<file path="config.mk">
export PLATFORM = sky130hd
export DESIGN_NAME = fcst_flash_ctrl
export DESIGN_NICKNAME = d
export VERILOG_FILES = /design/src/rtl/fcst_divider.v /design/src/rtl/fcst_flash_ctrl.v
export VERILOG_INCLUDE_DIRS = /design/src /design/src/common
export SDC_FILE = /design/constraint.sdc
export NUM_CORES = 1
export LEC_CHECK = 0
export ABC_AREA = 0
export BUFFER_PORTS_ARGS = -buffer_cell sky130_fd_sc_hd__buf_2
export CORE_ASPECT_RATIO = 1.75
export CORE_UTILIZATION = 40
export CTS_BUF_LIST = sky130_fd_sc_hd__clkbuf_8
export DETAILED_ROUTE_END_ITERATION = 8
export GPL_TIMING_DRIVEN = 0
export SKIP_CTS_REPAIR_TIMING = 1
export SLEW_MARGIN = 5
export SYNTH_ARGS = -nofsm -noshare
export SYNTH_HDL_FRONTEND = slang
export SYNTH_SLANG_ARGS = --single-unit
</file>
<file path="constraint.sdc">
create_clock -name clk -period 11.3 [get_ports clk]
set_input_delay 2.26 -clock clk [delete_from_list [all_inputs] [get_ports clk]]
set_output_delay 2.26 -clock clk [all_outputs]
set_load 0.1 [all_outputs]
</file>
<file path="src/common/fcst_defines.vh">
// constants for the flash control and safety timer block
`ifndef FCST_DEFINES_VH
`define FCST_DEFINES_VH

// =====================================================
// timing
`define FCST_CLK_HZ 50000000
`define FCST_SAFE_MS 1000
`define FCST_PWM_HZ 20000
`define FCST_TICK_HZ 1000
`define FCST_PWM_STEPS 256

// =====================================================
// current code fields
`define FCST_RED_MSB 5
`define FCST_RED_LSB 4
`define FCST_GRN_MSB 3
`define FCST_GRN_LSB 2
`define FCST_BLU_MSB 1
`define FCST_BLU_LSB 0
`define FCST_CODE_FULL 2'h3
`define FCST_MAXCUR_RST 6'h00

`endif

</file>
<file path="src/rtl/fcst_divider.v">
// one-cycle enable pulse divider
`timescale 1ns/1ps
`default_nettype none

module fcst_divider #(
  parameter DIV = 50000,
  parameter W = 16
) (
  // clock and reset
  input wire clk,
  input wire reset,
  // enable pulse
  output reg tick
);

  reg [W-1:0] cnt_r;

  always @(posedge clk) begin
    if (reset) begin
      cnt_r <= {W{1'b0}};
      tick <= 1'b0;
    end else if (cnt_r == DIV[W-1:0] - {{(W-1){1'b0}}, 1'b1}) begin
      cnt_r <= {W{1'b0}};
      tick <= 1'b1;
    end else begin
      cnt_r <= cnt_r + {{(W-1){1'b0}}, 1'b1};
      tick <= 1'b0;
    end
  end

endmodule

`default_nettype wire

</file>
<file path="src/rtl/fcst_flash_ctrl.v">
// flash control and safety timer for the three paralleled colour sinks
// Behaviour
// - paralleled sinks add each output's quarter-step share; zero via switch bit
// - in flash mode, trigger high forces full current on following outputs
// - flash pulse end shuts following outputs down, no pre-flash return
// - new pulse refused until flash mode bit written low then high
// - each colour has own safety enable; only those are cut
// - flash mode low: counter runs with any enable; current access restarts it
// - flash mode low: one second reached cuts safe outputs, sets tripped flag
// - flash mode high: counter runs only while trigger is high
// - a cut output resumes when its safety enable is cleared
// - after trip, current access no longer clears; only all enables low
// - internal colour pwm runs at nominal 20 khz from the clock
// - current codes red 5:4, green 3:2, blue 1:0; 25 to 100 percent
// - trigger input is active high
// - switch bit lights its output when block enabled, pwm off and, for a pin-following output outside flash mode, trigger high
`timescale 1ns/1ps
`default_nettype none
`include "fcst_defines.vh"

module fcst_flash_ctrl #(
  parameter SAFE_TICKS = `FCST_SAFE_MS,
  parameter TICK_DIV = `FCST_CLK_HZ / `FCST_TICK_HZ,
  parameter PWM_DIV = `FCST_CLK_HZ / `FCST_PWM_HZ
) (
  // clock and reset
  input wire clk,
  input wire reset,
  // control bits
  input wire block_enable,
  input wire internal_pwm,
  input wire sink_or_switch_select,
  input wire flash_mode,
  input wire trigger_pin_enable,
  input wire red_output_on,
  input wire green_output_on,
  input wire blue_output_on,
  input wire red_follows_trigger,
  input wire green_follows_trigger,
  input wire blue_follows_trigger,
  input wire [2:0] safety_enable,
  input wire [7:0] pwm_duty,
  // maximum-current register
  input wire [5:0] max_current_code,
  input wire max_current_access,
  // trigger pin
  input wire trigger_in,
  // sink outputs and current
  output reg red_sink_output,
  output reg green_sink_output,
  output reg blue_sink_output,
  output reg [1:0] red_current_code,
  output reg [1:0] green_current_code,
  output reg [1:0] blue_current_code,
  output reg [3:0] total_quarters,
  output reg pwm_phase,
  // status
  output reg safety_tripped,
  output reg flash_armed
);

  // =====================================================
  // time bases
  wire ms_tick;
  wire pwm_tick;

  fcst_divider #(.DIV(TICK_DIV), .W(16)) u_ms_div (
    .clk(clk),
    .reset(reset),
    .tick(ms_tick)
  );

  // pwm step at 20 khz times 256
  fcst_divider #(
    .DIV(PWM_DIV / `FCST_PWM_STEPS < 1 ? 1 : PWM_DIV / `FCST_PWM_STEPS),
    .W(16)
  ) u_pwm_div (
    .clk(clk),
    .reset(reset),
    .tick(pwm_tick)
  );

  reg [7:0] pwm_cnt_r;

  always @(posedge clk) begin
    if (reset) begin
      pwm_cnt_r <= 8'h00;
    end else if (pwm_tick) begin
      pwm_cnt_r <= pwm_cnt_r + 8'h01;
    end
  end

  // =====================================================
  // flash arming
  reg mode_d_r;
  reg trig_d_r;
  reg pulse_r;
  wire trig_ext = trigger_pin_enable & trigger_in;

  always @(posedge clk) begin
    if (reset) begin
      mode_d_r <= 1'b0;
      trig_d_r <= 1'b0;
      flash_armed <= 1'b0;
      pulse_r <= 1'b0;
    end else begin
      mode_d_r <= flash_mode;
      trig_d_r <= trig_ext;
      // rearm only on rising mode bit
      if (flash_mode & ~mode_d_r) begin
        flash_armed <= 1'b1;
      end else if (~flash_mode) begin
        flash_armed <= 1'b0;
      end else if (pulse_r & ~trig_ext) begin
        flash_armed <= 1'b0;
      end
      if (~flash_mode) begin
        pulse_r <= 1'b0;
      end else if (trig_ext & ~trig_d_r & flash_armed) begin
        pulse_r <= 1'b1;
      end else if (~trig_ext) begin
        pulse_r <= 1'b0;
      end
    end
  end

  // =====================================================
  // safety counter
  reg [15:0] safe_cnt_r;
  wire any_safe = |safety_enable;
  wire run = flash_mode ? (trig_ext & any_safe) : any_safe;

  always @(posedge clk) begin
    if (reset) begin
      safe_cnt_r <= 16'h0000;
      safety_tripped <= 1'b0;
    end else if (~any_safe) begin
      safe_cnt_r <= 16'h0000;
      safety_tripped <= 1'b0;
    end else if (safety_tripped) begin
      safe_cnt_r <= safe_cnt_r;
    end else if (~flash_mode & max_current_access) begin
      safe_cnt_r <= 16'h0000;
    end else if (flash_mode & trig_ext & ~trig_d_r) begin
      // each pulse timed alone
      // short pulses must not add up to a trip
      safe_cnt_r <= 16'h0000;
    end else if (run & ms_tick) begin
      if (safe_cnt_r == SAFE_TICKS[15:0] - 16'h0001) begin
        safety_tripped <= 1'b1;
      end
      safe_cnt_r <= safe_cnt_r + 16'h0001;
    end
  end

  // =====================================================
  // output steering
  reg [2:0] on_nxt;
  reg [5:0] code_nxt;
  reg [3:0] sum_nxt;
  reg [2:0] sw;
  reg [2:0] fol;
  reg [2:0] cut;
  reg pwm_on;
  integer i;

  always @* begin
    sw = {red_output_on, green_output_on, blue_output_on};
    fol = {red_follows_trigger, green_follows_trigger, blue_follows_trigger};
    // cut only while enabled and tripped
    cut = safety_enable & {3{safety_tripped}};
    code_nxt = {max_current_code[`FCST_RED_MSB:`FCST_RED_LSB],
      max_current_code[`FCST_GRN_MSB:`FCST_GRN_LSB],
      max_current_code[`FCST_BLU_MSB:`FCST_BLU_LSB]};
    pwm_on = internal_pwm ? (pwm_cnt_r < pwm_duty) : 1'b1;
    for (i = 0; i < 3; i = i + 1) begin
      if (!block_enable) begin
        on_nxt[i] = 1'b0;
      end else if (flash_mode & fol[i]) begin
        // full current in pulse, off after
        on_nxt[i] = pulse_r;
        if (pulse_r) begin
          code_nxt[2*i+1 -: 2] = `FCST_CODE_FULL;
        end
      end else if (trigger_pin_enable & fol[i]) begin
        on_nxt[i] = sw[i] & trig_ext & pwm_on;
      end else begin
        on_nxt[i] = sw[i] & pwm_on;
      end
      on_nxt[i] = on_nxt[i] & ~cut[i];
    end
    sum_nxt = 4'h0;
    for (i = 0; i < 3; i = i + 1) begin
      if (on_nxt[i] & ~sink_or_switch_select) begin
        sum_nxt = sum_nxt + {2'b00, code_nxt[2*i+1 -: 2]} + 4'h1;
      end
    end
  end

  always @(posedge clk) begin
    if (reset) begin
      red_sink_output <= 1'b0;
      green_sink_output <= 1'b0;
      blue_sink_output <= 1'b0;
      red_current_code <= 2'h0;
      green_current_code <= 2'h0;
      blue_current_code <= 2'h0;
      total_quarters <= 4'h0;
      pwm_phase <= 1'b0;
    end else begin
      red_sink_output <= on_nxt[2];
      green_sink_output <= on_nxt[1];
      blue_sink_output <= on_nxt[0];
      red_current_code <= code_nxt[5:4];
      green_current_code <= code_nxt[3:2];
      blue_current_code <= code_nxt[1:0];
      total_quarters <= sum_nxt;
      pwm_phase <= pwm_on;
    end
  end

endmodule

`default_nettype wire

</file>
Word-level counts from Yosys, hierarchy flattened

Cells that the tools add are included.

ROM bits: 0
Latch bits: 0
Register bits: 77
Memories: 0
Input bits: 32
Bits in writable memories: 0

Muxes and demuxes: 38
Div/mod/pow operators: 0
Bitwise gates (word level): 42
Equality and inequality tests: 5
Magnitude comparators: 1
Multipliers: 0
Add/subtract/negate cells: 9
Reduce and logical (&&, ||, !) cells: 7
Shift-type cells: 0

Operators with widths:

| operator                                               | number |
|---|---|
| adder 16 x 1 -> 16 bit (second input constant)         | 3 |
| two-way mux 16 bit                                     | 3 |
| bitwise AND 1 bit                                      | 31 |
| two-way mux 1 bit                                      | 23 |
| two-way mux 2 bit                                      | 9 |
| equality test 16 x 10 -> 1 bit (second input constant) | 1 |
| equality test 16 bit (second input constant)           | 1 |
| equality test 16 x 4 -> 1 bit (second input constant)  | 1 |
| inverter 1 bit                                         | 10 |
| adder 4 x 1 -> 4 bit (second input constant)           | 2 |
| adder 4 x 2 -> 4 bit                                   | 2 |
| adder 8 x 1 -> 8 bit (second input constant)           | 1 |
| less-than comparator 8 bit                             | 1 |
| two-way mux 4 bit                                      | 2 |
| OR reduction 2 bit                                     | 4 |
| adder 2 x 1 -> 3 bit (second input constant)           | 1 |
| bitwise AND 3 bit                                      | 1 |
| two-way mux 3 bit                                      | 1 |
| inequality test 3 x 1 -> 1 bit (second input constant) | 1 |
| nonzero test 3 bit                                     | 1 |
| OR reduction 3 bit                                     | 1 |
| inequality test 2 x 1 -> 1 bit (second input constant) | 1 |
| AND reduction 2 bit                                    | 1 |

Depth between registers and ports, before layout

Depth in word-level cells: 15
Gate-level depth with buffers: 20
Gate-level depth less buffers: 20

Hierarchy

A second synthesis with hierarchy kept.

Cells, all modules: 449
Area total of the unflattened synthesis: 3,834.9 sq um

Modules (own cells, without submodules):

| module                   | seq. area each (sq um) | cells each | instances | area an instance (sq um) |
|---|---|---|---|---|
| fcst_flash_ctrl          | 860.8                  | 282        | 1         | 2,270.9 |
| fcst_divider (u_ms_div)  | 340.3                  | 82         | 1         | 788.3 |
| fcst_divider (u_pwm_div) | 340.3                  | 85         | 1         | 775.7 |

Worst setup path before layout

OpenSTA, ideal clock, no wires.

Path type: input to register
From: input port pwm_duty[6]
To: register total_quarters[2]
Cell stages on the path: 18
Data arrival time: 5,212 ps
Path slack: 5,961 ps
Setup time: 127 ps
Data required time: 11,173 ps
Path through: inv_1 -> ha_1 -> a211oi_2 -> nor2_1 -> nor2_1 -> a21boi_2 -> nor3_2 -> nand2_1 -> ha_1 -> inv_1 -> fa_1 -> nand2_1 -> o21ai_0 -> fa_1 -> inv_1 -> nor2_1 -> xnor3_1 -> nor3_2

Longest elaborated chain between the ends: 15
Elaborated cells between the ends (all ways): 30
Those cells by class: add/sub: 4; order compare: 1; mux: 13; bitwise: 12

RTL lines:

| element                                     | line                                         | RTL |
|---|---|---|
| start: declaration                          | fcst_flash_ctrl.v:42                         | `input wire [7:0] pwm_duty,` |
| less-than comparator 8 bit *                | fcst_flash_ctrl.v:175                        | `pwm_on = internal_pwm ? (pwm_cnt_r < pwm_duty) : 1'b1;` |
| two-way mux 1 bit *                         | fcst_flash_ctrl.v:175                        |  |
| bitwise AND 1 bit, on equally long branches | fcst_flash_ctrl.v:188, fcst_flash_ctrl.v:186 |  |
| two-way mux 1 bit                           | fcst_flash_ctrl.v:185                        | `end else if (trigger_pin_enable & fol[i]) begin` |
| two-way mux 1 bit                           | fcst_flash_ctrl.v:179                        | `end else if (flash_mode & fol[i]) begin` |
| two-way mux 1 bit                           | fcst_flash_ctrl.v:177                        | `if (!block_enable) begin` |
| bitwise AND 1 bit                           | fcst_flash_ctrl.v:190                        | `on_nxt[i] = on_nxt[i] & ~cut[i];` |
| bitwise AND 1 bit                           | fcst_flash_ctrl.v:194                        | `if (on_nxt[i] & ~sink_or_switch_select) begin` |
| two-way mux 3 bit                           | fcst_flash_ctrl.v:194                        |  |
| adder 4 x 2 -> 4 bit                        | fcst_flash_ctrl.v:195                        | `sum_nxt = sum_nxt + {2'b00, code_nxt[2*i+1 -: 2]} + 4'h1;` |
| adder 4 x 1 -> 4 bit                        | fcst_flash_ctrl.v:195                        |  |
| two-way mux 4 bit                           | fcst_flash_ctrl.v:194                        |  |
| adder 4 x 2 -> 4 bit                        | fcst_flash_ctrl.v:195                        |  |
| adder 4 x 1 -> 4 bit                        | fcst_flash_ctrl.v:195                        |  |
| two-way mux 4 bit *                         | fcst_flash_ctrl.v:194                        |  |
| end signal: assignment                      | fcst_flash_ctrl.v:217                        | `total_quarters <= sum_nxt;` |
| end: declaration                            | fcst_flash_ctrl.v:55                         | `output reg [3:0] total_quarters,` |

Mark *: on every way between the ends. The rest lies on a longest branch, timed or not.
A chain may end at the register's enable or synchronous reset.

Final worst setup path

From: input port pwm_duty[6]
To: register total_quarters[3]

The elaborated chain is that of the path after synthesis.

==> impl_metrics.toml <==
[outcome]
status = "finished clean"

[critical_path]
crit_arrival_ns = 5.58
cp_slowest_stage_delay_ns = 0.41
crit_chain = "buf_2 > inv_1 > ha_1 > a211oi_2 > nor2_1 > nor2_1 > a21boi_2 > nor3_2 > nand2_1 > ha_1 > inv_1 > fa_1 > nand2_1 > o21ai_0 > ha_1 > a21oi_1 > nor2_1 > o211ai_1 > nor2_1 > a21oi_1 > o21ai_1"
slowest_stage = "fa_1"
crit_path_start_kind = "input port"
cpMostUsedCell = "nor2_1"
cp_top_family = "adder cells"
crit_fanout = 5
path_class = "in -> reg"
crit_buf_inv = 3
worstSetupEndpointType = "flop"
crit_required_ns = 11.54

[sta]
layout_worst_path_cycle_share_pct = 47.3
slew_viol_final = 0
period_needed_ns = 5.34
finClkSkew_ns = 0.0104
setup_slack_ns = 5.96
fmax_ghz = 0.187
setup_tns_ns = 0
setup_viol = 0
hold_viol_final = 0
max_slew.worst_pin.slew_ns = 0.542
rsz0062_at_grt = "false"
slew_headroom_pct = 63.9

[cts]
clock_path_buffers = 2
cts_root_buf = "clkbuf_8"
cts_max_level = 3
numCtsBuffers = 9
cts_sinks = 77
clock_latency_ns = 0.35
cts.clk_slew.worst_paths_ns = 0.08
cts_tree = "yes"

[logic_synthesis]
seq_area_frac_synth_pct = 41.1
synth_area_mm2 = 0.00375
synthFlopType = "dfxtp_1"
synthArstFlopShare_pct = 0
synth_edf_count = 0
synth_seq_cells = 77
syn_area_per_cell_um2 = 8.48
yosys_warnings = 0
syn-instance-count = 442
synthDistinctLibCells = 48
synth_nets = 493

[global_routing]
globalRouteOverflowTotal = 0
grt_pass1_vias = 3107
antenna_found_initial = 1
grtUsageTotal_pct = 18.1
grt_max_degree = 15
grt_pass1_wl_um = 13500

[drt]
wire_per_inst_um = 12.9
routed_via_density = 5.07
firstDrtPassIters = 4
drc = 0
antenna_left = 0
wl_um = 8090
dr.first_iter.drc_count = 110
routed-via-count = 3167

[placed_design]
dp_slack_ns = 5.61
dp.cells = 609
gp_congestion = 0.781
dp_hpwl_um = 6260
placement.io_buffers = 47

[floorplan]
rows = 46
start_util_pct = 41.2
die_y_um = 130
io_pins = 48
die_area_mm2 = 0.00977
coreArea_mm2 = 0.00909
die_w_um = 75.2

[pwr]
ir_worst_vdd_uv = 82.4
p_total_w = 0.000548
p_leak_nw = 1.79
powerDensity_mw_per_mm2 = 127

[hold_path]
hold_path.class = "reg -> reg"

[layout]
fin_util_pct = 47.6
nets = 551
drive_above_1_share_pct = 14.9
synthToLayoutAreaGrowth_pct = 15.6
layout_commonest_cell = "nor2_1"
register_area_mm2 = 0.00154
instances_no_fill = 625
antenna_cells = 0
n_fill_cell = 941
multiInputGateArea_mm2 = 0.00206
mostFrequentLayoutCells = "79 x nor2_1, 77 x dfxtp_1, 47 x buf_2, 30 x nand2_1, 30 x xor2_1"

[flow_run]
drv_cap = 0
==> worst register-to-register path, cell delays in order, from the launching register on <==
cell,delay (ns)
dfxtp_1,0.34
ha_1,0.27
inv_1,0.03
o21ai_1,0.23
nand4_2,0.20
a21boi_2,0.29
nor3_2,0.12
nand2_1,0.08
ha_1,0.13
inv_1,0.06
fa_1,0.47
nand2_1,0.06
o21ai_0,0.32
ha_1,0.30
a21oi_1,0.14
nor2_1,0.06
o211ai_1,0.16
nor2_1,0.08
a21oi_1,0.13
o21ai_1,0.07
==> sequential cells by signal, summed over array words and instances (netlist names) <==
signal / flops
pwm_phase: 1
green_sink_output: 1
pulse_r: 1
blue_current_code: 2
blue_sink_output: 1
green_current_code: 2
total_quarters: 4
pwm_cnt_r: 8
red_current_code: 2
flash_armed: 1
red_sink_output: 1
trig_d_r: 1
safety_tripped: 1
u_ms_div.tick: 1
safe_cnt_r: 16
u_ms_div.cnt_r: 16
u_pwm_div.cnt_r: 16
u_pwm_div.tick: 1
mode_d_r: 1
==> final timing paths <==
path / from / endpoint / slack, ns / cells past startpoint
worst min-delay path: mode_d_r / flash_armed / 0.41 / 1
worst max-delay path: pwm_duty[6] / total_quarters[3] / 5.96 / 21
worst max register to register: pwm_cnt_r[1] / total_quarters[3] / 7.63 / 19
worst min register to register: mode_d_r / flash_armed / 0.41 / 1
==> cells in the mapped netlist, types with 2 or more instances <==
master     n  area, um^2
nand3_1   22         110
nor2_1    79         297
and4_1     3        26.3
and3_1    14        87.6
nand3_2    2        20.0
nand4_1   11        68.8
nor3b_1    2        15.0
xnor2_1   11        96.3
clkbuf_1   9        33.8
a31oi_1    4        25.0
o21ai_1    4        20.0
nor4b_1    3        26.3
nand4b_1   2        17.5
nor3_1     6        30.0
or2_2      2        12.5
a21oi_1   18        90.1
xor2_1    30         263
ha_1      17         213
fa_1       2        40.0
o211ai_1   6        45.0
nor3_2     2        20.0
nand2b_1   6        37.5
or3_1      8        50.1
o21ai_0   14        70.1
and2_1     3        18.8
nor4_1     4        25.0
nand2_1   30         113
o21bai_1   2        15.0
inv_1     26        97.6
dfxtp_1   77        1540
nor2b_1    6        37.5
==> cell families (layout without fill, tap and decap cells) <==
| kind of cell | Yosys count | count (layout) | share of synthesized area (%) |
|---|---|---|---|
| adders and majority gates | 19 | 19 | 6.74 |
| and+or+nand+nor | 208 | 208 | 27.9 |
| xor gates and xnor gates | 42 | 42 | 10.2 |
| buffers and inverters | 37 | 100 | 3.81 |
| AOI/OAI and AO/OA | 58 | 58 | 9.92 |
| DFF | 77 | 77 | 41.1 |
| muxes | 1 | 1 | 0.267 |
==> final cells by class <==
class / count / area share (%)
Buffer: 11 / 1.04
Clock buffer: 9 / 2.86
Clock inverter: 7 / 1.70
Inverter: 26 / 2.25
Multi-Input combinational cell: 328 / 47.6
Sequential cell: 77 / 35.6
Tap cell: 120 / 3.47
Timing Repair Buffer: 47 / 5.43
==> per-layer routing <==
layer  vias up  track usage [%]  part of all wire [%]
met5         -                0                 0.099
met2        39             32.9                    52
met3        14             5.56                   4.0
li1       1629                -                     -
met4         2             7.08                   1.9
met1      1483             18.8                    42
==> power breakdown <==
group / switching (W) / internal (W)
clock network: 0.000104 / 0.000103
logic: 0.0000441 / 0.0000180
registers: 0.00000302 / 0.000276
==> per-stage QoR <==
step	hold WS [ns]	instance area (um^2)
detailed placement	0.398	4130
floorplan	0.385	3750
CTS	0.411	4330
global placement	0.390	4130
global route	0.440	4330
finish	0.405	4330
Note: power is estimated with default switching activity, not from simulation.
